$ cat config.mk
export PLATFORM = sky130hd
export DESIGN_NAME = dcs_clock_switch
export DESIGN_NICKNAME = d
export VERILOG_FILES = /design/src/include/dcs_pkg.sv /design/src/verilog/dcs_clock_switch.sv /design/src/verilog/dcs_osc_edge.sv
export SDC_FILE = /design/constraint.sdc
export NUM_CORES = 1
export LEC_CHECK = 0
export BUFFER_PORTS_ARGS = -buffer_cell sky130_fd_sc_hd__buf_2
export CAP_MARGIN = 20
export CELL_PAD_IN_SITES_DETAIL_PLACEMENT = 0
export CELL_PAD_IN_SITES_GLOBAL_PLACEMENT = 1
export CORE_MARGIN = 2
export CORE_UTILIZATION = 45
export CTS_CLUSTER_DIAMETER = 150
export DETAILED_ROUTE_END_ITERATION = 12
export PLACE_DENSITY = 0.83
export SLEW_MARGIN = 20
export SYNTH_ARGS = -nofsm -noshare
export SYNTH_HDL_FRONTEND = slang
export SYNTH_SLANG_ARGS = --single-unit
$ cat constraint.sdc
create_clock -name clk -period 2.4 [get_ports clk]
set_input_delay 0.48 -clock clk [delete_from_list [all_inputs] [get_ports clk]]
set_output_delay 0.48 -clock clk [all_outputs]
set_load 0.005 [all_outputs]
$ cat src/include/dcs_pkg.sv
/*
 * Constants and types for the dual oscillator clock switch.
 * Assumes a single 250 MHz system clock that samples both oscillator outputs.
 */
`default_nettype none
package dcs_pkg;
    localparam int unsigned SYS_CLK_MHZ = 250;
    localparam logic [4:0] STARTUP_RING_CLKS = 5'h11;
    localparam logic [1:0] SW_TO_XTAL_CLKS = 2'h2;
    localparam logic [1:0] SW_TO_RING_CLKS = 2'h1;
    localparam logic [2:0] DIV_CODE_MAX = 3'h4;
    localparam int unsigned DIV_W = 3;
    localparam int unsigned DIV_CNT_W = 4;
    localparam int unsigned WDOG_W = 16;
    localparam logic [WDOG_W-1:0] WDOG_OVERFLOW_DEF = 16'hffff;
    localparam logic SRC_RING = 1'b0;
    localparam logic SRC_XTAL = 1'b1;

    typedef enum logic [1:0] {
        ST_STARTUP = 2'b00,
        ST_RUN = 2'b01,
        ST_STOP = 2'b10,
        ST_STAB = 2'b11
    } dcs_state_type;
endpackage
`default_nettype wire

$ cat src/verilog/dcs_clock_switch.sv
/*
 * CPU clock source switch, divider, oscillator enables and watchdog.
 * Assumes control bits come from logic on clk; oscillator outputs are async pins.
 * CPU and peripheral clocks are delivered as one-cycle tick pulses on clk.
 */
`default_nettype none
module dcs_clock_switch #(
    parameter logic [15:0] WDOG_OVERFLOW = dcs_pkg::WDOG_OVERFLOW_DEF
) (
    input wire logic clk,
    input wire logic arst_n,
    input wire logic crystal_clk_pin,
    input wire logic ring_clk_pin,
    input wire logic ring_stoppable_opt,
    input wire logic cpu_source_select,
    input wire logic crystal_stop_ctrl, // Bit 7 of crystal control
    input wire logic ring_stop_ctrl, // Bit 0 of ring mode
    input wire logic [2:0] cpu_div_sel,
    input wire logic stop_enter,
    input wire logic stop_release_irq,
    input wire logic halt_mode,
    input wire logic stab_wait_done,
    input wire logic watchdog_clear,
    output logic cpu_clk_tick,
    output logic periph_clk_tick,
    output logic cpu_source_status,
    output logic [2:0] cpu_div_active,
    output logic crystal_osc_en,
    output logic internal_ring_oscillator_en,
    output logic cpu_clock_held,
    output logic watchdog_reset_req
);
    ////////////////////////////////////////////////////////////////////////////////
    // Oscillator sampling

    logic xtal_edge;
    logic ring_edge;

    dcs_osc_edge u_xtal_edge (
        .clk(clk),
        .arst_n(arst_n),
        .osc_pin(crystal_clk_pin),
        .rise_pulse(xtal_edge)
    );

    dcs_osc_edge u_ring_edge (
        .clk(clk),
        .arst_n(arst_n),
        .osc_pin(ring_clk_pin),
        .rise_pulse(ring_edge)
    );

    // Prohibited codes above the largest divider fall back to it
    function automatic logic [3:0] div_last(input logic [2:0] code);
        logic [2:0] c;
        c = (code > dcs_pkg::DIV_CODE_MAX) ? dcs_pkg::DIV_CODE_MAX : code;
        div_last = 4'((5'h01 << c) - 5'h01);
    endfunction

    ////////////////////////////////////////////////////////////////////////////////
    // State

    dcs_pkg::dcs_state_type state_ff, nxt_state;
    logic src_ff, nxt_src;
    logic [1:0] pend_ff, nxt_pend;
    logic [2:0] div_ff, nxt_div;
    logic [3:0] div_cnt_ff, nxt_div_cnt;
    logic [4:0] start_cnt_ff, nxt_start_cnt;
    logic cpu_tick_ff, nxt_cpu_tick;
    logic per_tick_ff, nxt_per_tick;
    logic xtal_en_ff, nxt_xtal_en;
    logic ring_en_ff, nxt_ring_en;
    logic [15:0] wdog_ff, nxt_wdog;
    logic wdog_rst_ff, nxt_wdog_rst;

    logic src_tick;
    logic running;
    logic tick_now;
    logic [1:0] need;
    logic per_src;
    logic asleep;

    always_comb begin
        nxt_state = state_ff;
        nxt_src = src_ff;
        nxt_pend = pend_ff;
        nxt_div = div_ff;
        nxt_div_cnt = div_cnt_ff;
        nxt_start_cnt = start_cnt_ff;

        src_tick = (src_ff == dcs_pkg::SRC_XTAL) ? xtal_edge : ring_edge;
        running = (state_ff == dcs_pkg::ST_RUN) && !halt_mode;
        tick_now = running && src_tick && (div_cnt_ff == div_last(div_ff));
        need = (src_ff == dcs_pkg::SRC_XTAL) ? dcs_pkg::SW_TO_RING_CLKS : dcs_pkg::SW_TO_XTAL_CLKS;

        // Divider counts source edges; a CPU tick ends each divided period
        if (running && src_tick) begin
            nxt_div_cnt = tick_now ? 4'h0 : div_cnt_ff + 4'h1;
        end

        if (tick_now) begin
            // New divider only at a period boundary, so old period completes
            nxt_div = cpu_div_sel;
            if (cpu_source_select != src_ff) begin
                // Keep old source for the pre-switch clocks, then swap at a boundary
                if (pend_ff + 2'h1 == need) begin
                    nxt_src = cpu_source_select;
                    nxt_pend = 2'h0;
                end else begin
                    nxt_pend = pend_ff + 2'h1;
                end
            end else begin
                nxt_pend = 2'h0;
            end
        end

        unique case (state_ff)
            dcs_pkg::ST_STARTUP: begin
                // Withhold CPU clock for the startup ring clocks
                if (ring_edge) begin
                    nxt_start_cnt = start_cnt_ff + 5'h01;
                    if (start_cnt_ff + 5'h01 == dcs_pkg::STARTUP_RING_CLKS) begin
                        nxt_state = dcs_pkg::ST_RUN;
                    end
                end
            end
            dcs_pkg::ST_RUN: begin
                if (stop_enter) begin
                    nxt_state = dcs_pkg::ST_STOP;
                end
            end
            dcs_pkg::ST_STOP: begin
                // Source register untouched, so release resumes it
                if (stop_release_irq) begin
                    // Stabilization wait only for interrupt release on crystal
                    nxt_state = (src_ff == dcs_pkg::SRC_XTAL) ? dcs_pkg::ST_STAB : dcs_pkg::ST_RUN;
                    nxt_div_cnt = 4'h0;
                end
            end
            dcs_pkg::ST_STAB: begin
                if (stab_wait_done) begin
                    nxt_state = dcs_pkg::ST_RUN;
                end
            end
        endcase
    end

    always_ff @(posedge clk or negedge arst_n) begin
        if (!arst_n) begin
            state_ff <= dcs_pkg::ST_STARTUP;
            src_ff <= dcs_pkg::SRC_RING;
            pend_ff <= 2'h0;
            div_ff <= 3'h0;
            div_cnt_ff <= 4'h0;
            start_cnt_ff <= 5'h00;
        end else begin
            state_ff <= nxt_state;
            src_ff <= nxt_src;
            pend_ff <= nxt_pend;
            div_ff <= nxt_div;
            div_cnt_ff <= nxt_div_cnt;
            start_cnt_ff <= nxt_start_cnt;
        end
    end

    ////////////////////////////////////////////////////////////////////////////////
    // Tick outputs, oscillator enables

    always_comb begin
        nxt_cpu_tick = tick_now;
        // HALT feeds the prescaler from the select bit; otherwise from the live source
        per_src = halt_mode ? cpu_source_select : src_ff;
        // Prescaler stopped in reset, startup, STOP and STAB
        nxt_per_tick = (state_ff == dcs_pkg::ST_RUN) &&
                       ((per_src == dcs_pkg::SRC_XTAL) ? xtal_edge : ring_edge);
        // Crystal stops in STOP or on its stop bit, never while it drives the CPU
        nxt_xtal_en = (state_ff != dcs_pkg::ST_STOP) &&
                      !(crystal_stop_ctrl && (src_ff == dcs_pkg::SRC_RING) && (nxt_src == dcs_pkg::SRC_RING));
        // Ring stop needs the option and the CPU on crystal, even in STOP; both stops set keeps the ring
        nxt_ring_en = !(ring_stoppable_opt && ring_stop_ctrl && !crystal_stop_ctrl &&
                        (src_ff == dcs_pkg::SRC_XTAL) && (nxt_src == dcs_pkg::SRC_XTAL));
    end

    always_ff @(posedge clk or negedge arst_n) begin
        if (!arst_n) begin
            // Both oscillators held off during reset
            cpu_tick_ff <= 1'b0;
            per_tick_ff <= 1'b0;
            xtal_en_ff <= 1'b0;
            ring_en_ff <= 1'b0;
        end else begin
            cpu_tick_ff <= nxt_cpu_tick;
            per_tick_ff <= nxt_per_tick;
            xtal_en_ff <= nxt_xtal_en;
            ring_en_ff <= nxt_ring_en;
        end
    end

    ////////////////////////////////////////////////////////////////////////////////
    // Watchdog on ring clock

    always_comb begin
        asleep = halt_mode || (state_ff == dcs_pkg::ST_STOP) || (state_ff == dcs_pkg::ST_STAB);
        nxt_wdog = wdog_ff;
        nxt_wdog_rst = wdog_rst_ff;
        if (watchdog_clear) begin
            nxt_wdog = 16'h0000;
        end else if (ring_edge && !(ring_stoppable_opt && asleep)) begin
            // Fixed ring keeps counting through STOP
            if (wdog_ff == WDOG_OVERFLOW) begin
                nxt_wdog_rst = 1'b1;
            end else begin
                nxt_wdog = wdog_ff + 16'h0001;
            end
        end
    end

    always_ff @(posedge clk or negedge arst_n) begin
        if (!arst_n) begin
            wdog_ff <= 16'h0000;
            wdog_rst_ff <= 1'b0;
        end else begin
            wdog_ff <= nxt_wdog;
            wdog_rst_ff <= nxt_wdog_rst;
        end
    end

    assign cpu_clk_tick = cpu_tick_ff;
    assign periph_clk_tick = per_tick_ff;
    assign cpu_source_status = src_ff;
    assign cpu_div_active = div_ff;
    assign crystal_osc_en = xtal_en_ff;
    assign internal_ring_oscillator_en = ring_en_ff;
    assign cpu_clock_held = (state_ff != dcs_pkg::ST_RUN);
    assign watchdog_reset_req = wdog_rst_ff;
endmodule
`default_nettype wire

$ cat src/verilog/dcs_osc_edge.sv
/*
 * Oscillator edge sampler: two-flop synchroniser then rising-edge pulse.
 * Assumes the oscillator runs well below half the system clock.
 */
`default_nettype none
module dcs_osc_edge (
    input wire logic clk,
    input wire logic arst_n,
    input wire logic osc_pin,
    output logic rise_pulse
);
    logic meta_ff;
    logic sync_ff;
    logic last_ff;
    logic nxt_meta;
    logic nxt_sync;
    logic nxt_last;

    always_comb begin
        nxt_meta = osc_pin;
        nxt_sync = meta_ff;
        nxt_last = sync_ff;
    end

    always_ff @(posedge clk or negedge arst_n) begin
        if (!arst_n) begin
            meta_ff <= 1'b0;
            sync_ff <= 1'b0;
            last_ff <= 1'b0;
        end else begin
            meta_ff <= nxt_meta;
            sync_ff <= nxt_sync;
            last_ff <= nxt_last;
        end
    end

    // Edge compare only uses synchronised stages
    assign rise_pulse = sync_ff & ~last_ff;
endmodule
`default_nettype wire

### Word-level counts from Yosys, hierarchy flattened

Index checks and enable logic that the tools add are counted.

| storage, ports and cells | value |
|---|---|
| register bits after elaboration | 44 |
| latch bits | 0 |
| RAM bits | 0 |
| ROM bits | 0 |
| input bits | 16 |
| output and inout bits | 10 |
| memories kept | 0 |

| operators by class | value |
|---|---|
| add/sub/neg operators | 5 |
| multipliers | 0 |
| div/mod/pow operators | 0 |
| $lt $le $gt $ge | 1 |
| equal/unequal tests | 16 |
| shift-type cells | 1 |
| muxes and demuxes | 24 |
| bitwise logic cells | 7 |
| reduce and logical (&&, ||, !) cells | 26 |

Operators with widths:

| kind | number |
|---|---|
| $mux W16 | 3 |
| $mux W2 | 9 |
| $add A16 B1 Y16 const B | 1 |
| $eq A16 B16 Y1 const B | 1 |
| $mux W4 | 4 |
| $ne A2 B2 Y1 const B | 7 |
| $logic_and A1 B1 Y1 | 13 |
| $pmux W2 S4 | 1 |
| $mux W1 | 6 |
| $add A5 B1 Y5 const B | 1 |
| $eq A5 B5 Y1 const B | 1 |
| $logic_not A1 Y1 | 5 |
| $not A1 Y1 | 5 |
| $reduce_and A5 Y1 | 1 |
| $add A4 B1 Y4 const B | 1 |
| $eq A2 B2 Y1 const B | 2 |
| $eq A4 B4 Y1 | 1 |
| $reduce_and A2 Y1 | 2 |
| $shl A1 B3 Y4 const A | 1 |
| $sub A4 B1 Y4 const B | 1 |
| $gt A3 B3 Y1 const B | 1 |
| $mux W3 | 1 |
| $reduce_and A3 Y1 | 1 |
| $add A2 B1 Y2 const B | 1 |
| other kinds (8) | 10 |

### Logic depth before layout (Yosys ltp)

| depth | value |
|---|---|
| depth in word-level cells | 11 |
| depth in mapped cells | 8 |

### Hierarchy

Synthesis repeated with hierarchy kept, for this count alone.

| unflattened totals | value |
|---|---|
| cell total of the unflattened synthesis | 234 |
| area total of the unflattened synthesis | 2418.6 um^2 |

By module, submodules not included:

| module | instances | cells an instance | area an instance (um^2) | sequential area each (um^2) |
|---|---|---|---|---|
| dcs_clock_switch | 1 | 226 | 2240.9 | 950.9 |
| dcs_osc_edge | 2 | 4 | 88.8 | 75.1 |

### Worst setup path before layout

Ideal clock, no wire load.

| timing | value |
|---|---|
| path type | register to register |
| start | reg wdog_ff[0] |
| end | reg wdog_ff[13] |
| setup time | 125 ps |
| data arrival time | 2031 ps |
| data required time | 2275 ps |
| path slack | 245 ps |
| cell stages (with the launch flop) | 9 |
| buffers on the path | 2 |
| cells stage by stage | dfrtp_1 -> ha_1 -> and3_1 -> and3_1 -> buf_2 -> a21o_1 -> buf_2 -> nor4_1 -> mux2_2 |

| between the ends | value |
|---|---|
| longest elaborated chain between the ends | 4 |

RTL lines:

| element | line | source |
|---|---|---|
| start, declared | dcs_clock_switch.sv:73 | `logic [15:0] wdog_ff, nxt_wdog;` |
| start signal, assigned | dcs_clock_switch.sv:223 | `wdog_ff <= nxt_wdog;` |
| $add A16 B1 Y16 | dcs_clock_switch.sv:213 | `nxt_wdog = wdog_ff + 16'h0001;` |
| $mux W16 | dcs_clock_switch.sv:210 | `if (wdog_ff == WDOG_OVERFLOW) begin` |
| $mux W16 | dcs_clock_switch.sv:208 | `end else if (ring_edge && !(ring_stoppable_opt && asleep)) begin` |
| $mux W16 | dcs_clock_switch.sv:206 | `if (watchdog_clear) begin` |

Several ways; a longest one is shown, not always the timed one. The select of a mux whose other input is x is not followed.
A chain may end at the register's enable or synchronous reset.

### Final worst setup path

Same ends and word-level chain as after synthesis.

==> key figures <==
Worst setup path
  • Crit path capture type: register
  • CP max FO: 7
  • Reg2reg path depth: 6
  • FF-to-FF End: wdog_ff[13]
  • CP Class: register to register
  • WP buf/inv: 0
  • CP Cell Sequence: ha_1 > and3_1 > and3_1 > a21o_1 > nor4_1 > mux2_2
  • Top delay family on crit path: simple AND/OR/NAND/NOR gates
  • Critical path's slowest cell: dfrtp_1
  • Crit. Startpoint: wdog_ff[0]
  • Arrival @ worst endpoint: 2.31 ns
  • Max stage delay on crit path: 0.42 ns
  • Reg-to-reg setup timing slack: 0.27 ns
  • CP Launch Type: register
  • Worst path required time: 2.58 ns
  • Cell mode on critical path: and3_1
  • R2r startpoint: wdog_ff[0]

Yosys
  • Post-Synth Adder-Cell Area: 4.873%
  • Largest family of logic cells by synthesized area: simple AND/OR/NAND/NOR gates
  • Asr flop ratio synth: 100.0%
  • Post-Syn Area: 2311 um2
  • Syn avg cell area: 10.32 um2
  • Simple-gate portion of the synthesized area: 20.09%
  • FF+latch count, synth: 44
  • Gate Count Post-Synth: 224
  • Post-synth EDFFs: 0
  • Synth Area in XOR/XNOR: 7.959%
  • Complex-gate fraction of the synthesized area: 11.26%
  • Ys flop type: dfrtp_1
  • Syn nets: 249
  • Multiplexer area fraction after synthesis: 4.331%
  • Post-synthesis sequential area ratio: 47.64%
  • YS warnings: 0
  • Synth cell types: 50

Global route
  • GRT Overall Usage: 16.62%
  • Initial antenna violation count: 0
  • Largest net degree at the start of global routing: 25
  • GR Util met1: 21.88%
  • First-pass GRT wire length: 7203 um
  • Vias in the first global route: 1576
  • Busiest grt layer: met2
  • M3 GR Usage: 4.365%
  • Total gr overflow: 0
  • Grt met2 use: 27.15%

Routing
  • Via/cell ratio: 5.262
  • Drt first pass iters: 4
  • DRT antenna net count: 0
  • DRC: 0
  • Initial drt markers: 84
  • Drt wl/cell: 13.01 um
  • WL final: 4227 um
  • DR vias: 1710

Layout
  • Layout Utilization: 52.53%
  • Commonest non-fill, non-tap cells in the layout: 44 x dfrtp_1, 25 x buf_2, 23 x nand2_1
  • Final #Nets: 279
  • Fraction of layout cells with a size suffix above 1: 20.39%
  • Number of fillers in the final layout: 458
  • Final Non-Filler Cells: 325
  • Commonest non-fill, non-tap cell in the layout: dfrtp_1
  • Multi-input logic area: 1121 um2
  • Area Overhead vs Synth: 14.62%
  • Ant. Diodes: 0
  • Register area: 1101 um2

Clock network
  • TritonCTS Buffers: 5
  • Setup Fix Bufs, Post-CTS: 0
  • Reg clk slew, reported paths: 0.09 ns
  • Max Root-Sink Buffers: 2
  • Clock sinks: 44
  • CTS Hold Bufs: 0
  • Clock root buffer: clkbuf_8
  • Worst skew pair latency: 0.30 ns
  • H-tree levels: 2
  • PostCTS Resize Cnt: 0
  • TritonCTS clock tree: yes

Timing
  • Fmax: 0.4700 GHz
  • Endpoints failing setup: 0
  • Clock Skew: 0.005641 ns
  • Unrepaired setup endpoints after global routing: false
  • Final Hold Vio Count: 0
  • Setup TNS: 0 ns
  • Relative slew slack: 62.31%
  • Worst Max-Slew Pin Slew: 0.5644 ns
  • Fin crit period: 2.128 ns
  • Pins Over Slew Limit: 0
  • Part of the cycle the worst path needs: 88.66%
  • Worst Setup Slack, final: 0.2722 ns

Power and ir drop
  • PwrDens: 838.0 nW/um2
  • Worst IR Drop VDD: 495.4 uV
  • P_leak: 1.207 nW
  • Overall Power: 2.220 mW

Place
  • Port Buf Inserts: 25
  • GP Congestion: 0.7801
  • Placed cells: 317
  • Post-DP HPWL: 3109 um
  • Place WS: 0.2841 ns

Floorplanning
  • Initial core utilization: 45.83%
  • Core ar.: 5042 um2
  • Die Area: 5724 um2
  • Die Ht: 75.66 um
  • Die span in x: 75.66 um
  • Cell row count: 26
  • Top Ports: 26

Hold path
  • Worst Hold Class: input pin to async pin

Job
  • Max-cap violations: 0

Run status
  • Outcome: finished clean
-- registers in the layout, summed over array words and instances, names as in the netlist, 2 cells and up --
register / count
cpu_div_active: 3
div_cnt_ff: 4
pend_ff: 2
start_cnt_ff: 5
state_ff: 2
wdog_ff: 16
-- report_power, final --
part / total (mW) / switching [mW] / internal (mW)
clock: 0.567 / 0.259 / 0.308
combinational: 0.649 / 0.339 / 0.310
sequential: 1.00 / 0.140 / 0.864
total: 2.22 / 0.738 / 1.48
-- per-layer routing --
layer  vias up  part of all wire, %
li1        848                    -
met3         5                  3.8
met1       830                   46
met4         0                 0.90
met2        27                   49
met5         -                    0
-- stage by stage --
stage | hold WS [ns] | area (um2)
5_1_grt | 0.1853 | 2649
4_1_cts | 0.1610 | 2649
6_report | 0.1492 | 2649
3_5_place_dp | 0.3364 | 2537
2_1_floorplan | 0.1844 | 2311
3_3_place_gp | 0.3369 | 2537
-- logic make-up (layout without fill, tap and decap cells) --
family / Yosys count / after routing
multiplexers: 9 / 9
AO/OA/AOI/OAI: 33 / 33
AND/OR/NAND/NOR: 89 / 89
flip-flops: 44 / 44
adder cells (fa/ha/maj): 9 / 9
buffers and inverters: 19 / 50
XOR/XNOR: 21 / 21
-- cell type report --
class,instances,share of cell area (%)
multi-input cells,161,42.32
clock inverters,3,1.606
repair buffers,32,7.180
inverters,10,1.417
well taps,70,3.307
flip-flops and latches,44,41.57
clock buffers,5,2.598
-- worst max-delay path by stage --
stage,slack (ns),depth (start not counted),end
4_1_cts,0.27,6,wdog_ff[13]
5_1_grt,0.13,7,wdog_ff[13]
3_3_place_gp,0.32,6,wdog_ff[13]
3_5_place_dp,0.28,6,wdog_ff[13]
6_report,0.27,6,wdog_ff[13]
2_1_floorplan,0.24,8,wdog_ff[13]
-- synth_stat cells (2+ instances only) --
| cell type | instances | area, um2 |
|---|---|---|
| nand3_1 | 6 | 30.03 |
| dfrtp_1 | 44 | 1101 |
| and4_1 | 3 | 26.28 |
| clkbuf_1 | 4 | 15.01 |
| o21ai_0 | 5 | 25.02 |
| nand2b_1 | 2 | 12.51 |
| nor3_1 | 6 | 30.03 |
| xor2_1 | 5 | 43.79 |
| o31ai_1 | 3 | 22.52 |
| nor4_1 | 5 | 31.28 |
| buf_6 | 2 | 22.52 |
| nand4_1 | 4 | 25.02 |
| a211oi_1 | 5 | 37.54 |
| and3_1 | 5 | 31.28 |
| nor2b_1 | 3 | 18.77 |
| inv_1 | 10 | 37.54 |
| a21oi_1 | 5 | 25.02 |
| mux2_2 | 4 | 45.04 |
| ha_1 | 9 | 112.6 |
| xnor2_1 | 16 | 140.1 |
| mux2i_1 | 4 | 40.04 |
| a21o_1 | 3 | 22.52 |
| nor2_1 | 21 | 78.83 |
| buf_2 | 2 | 10.01 |
| nand2_1 | 23 | 86.33 |
-- worst register-to-register path: cells and delay by family, from the launching register on --
| family | cells | cell delay, ns |
|---|---|---|
| adders and majority gates | 1 | 0.23 |
| muxes | 1 | 0.37 |
| AOI/OAI and AO/OA | 1 | 0.26 |
| and+or+nand+nor | 3 | 0.75 |
| DFF | 1 | 0.42 |
(Power assumes the default switching activity.)
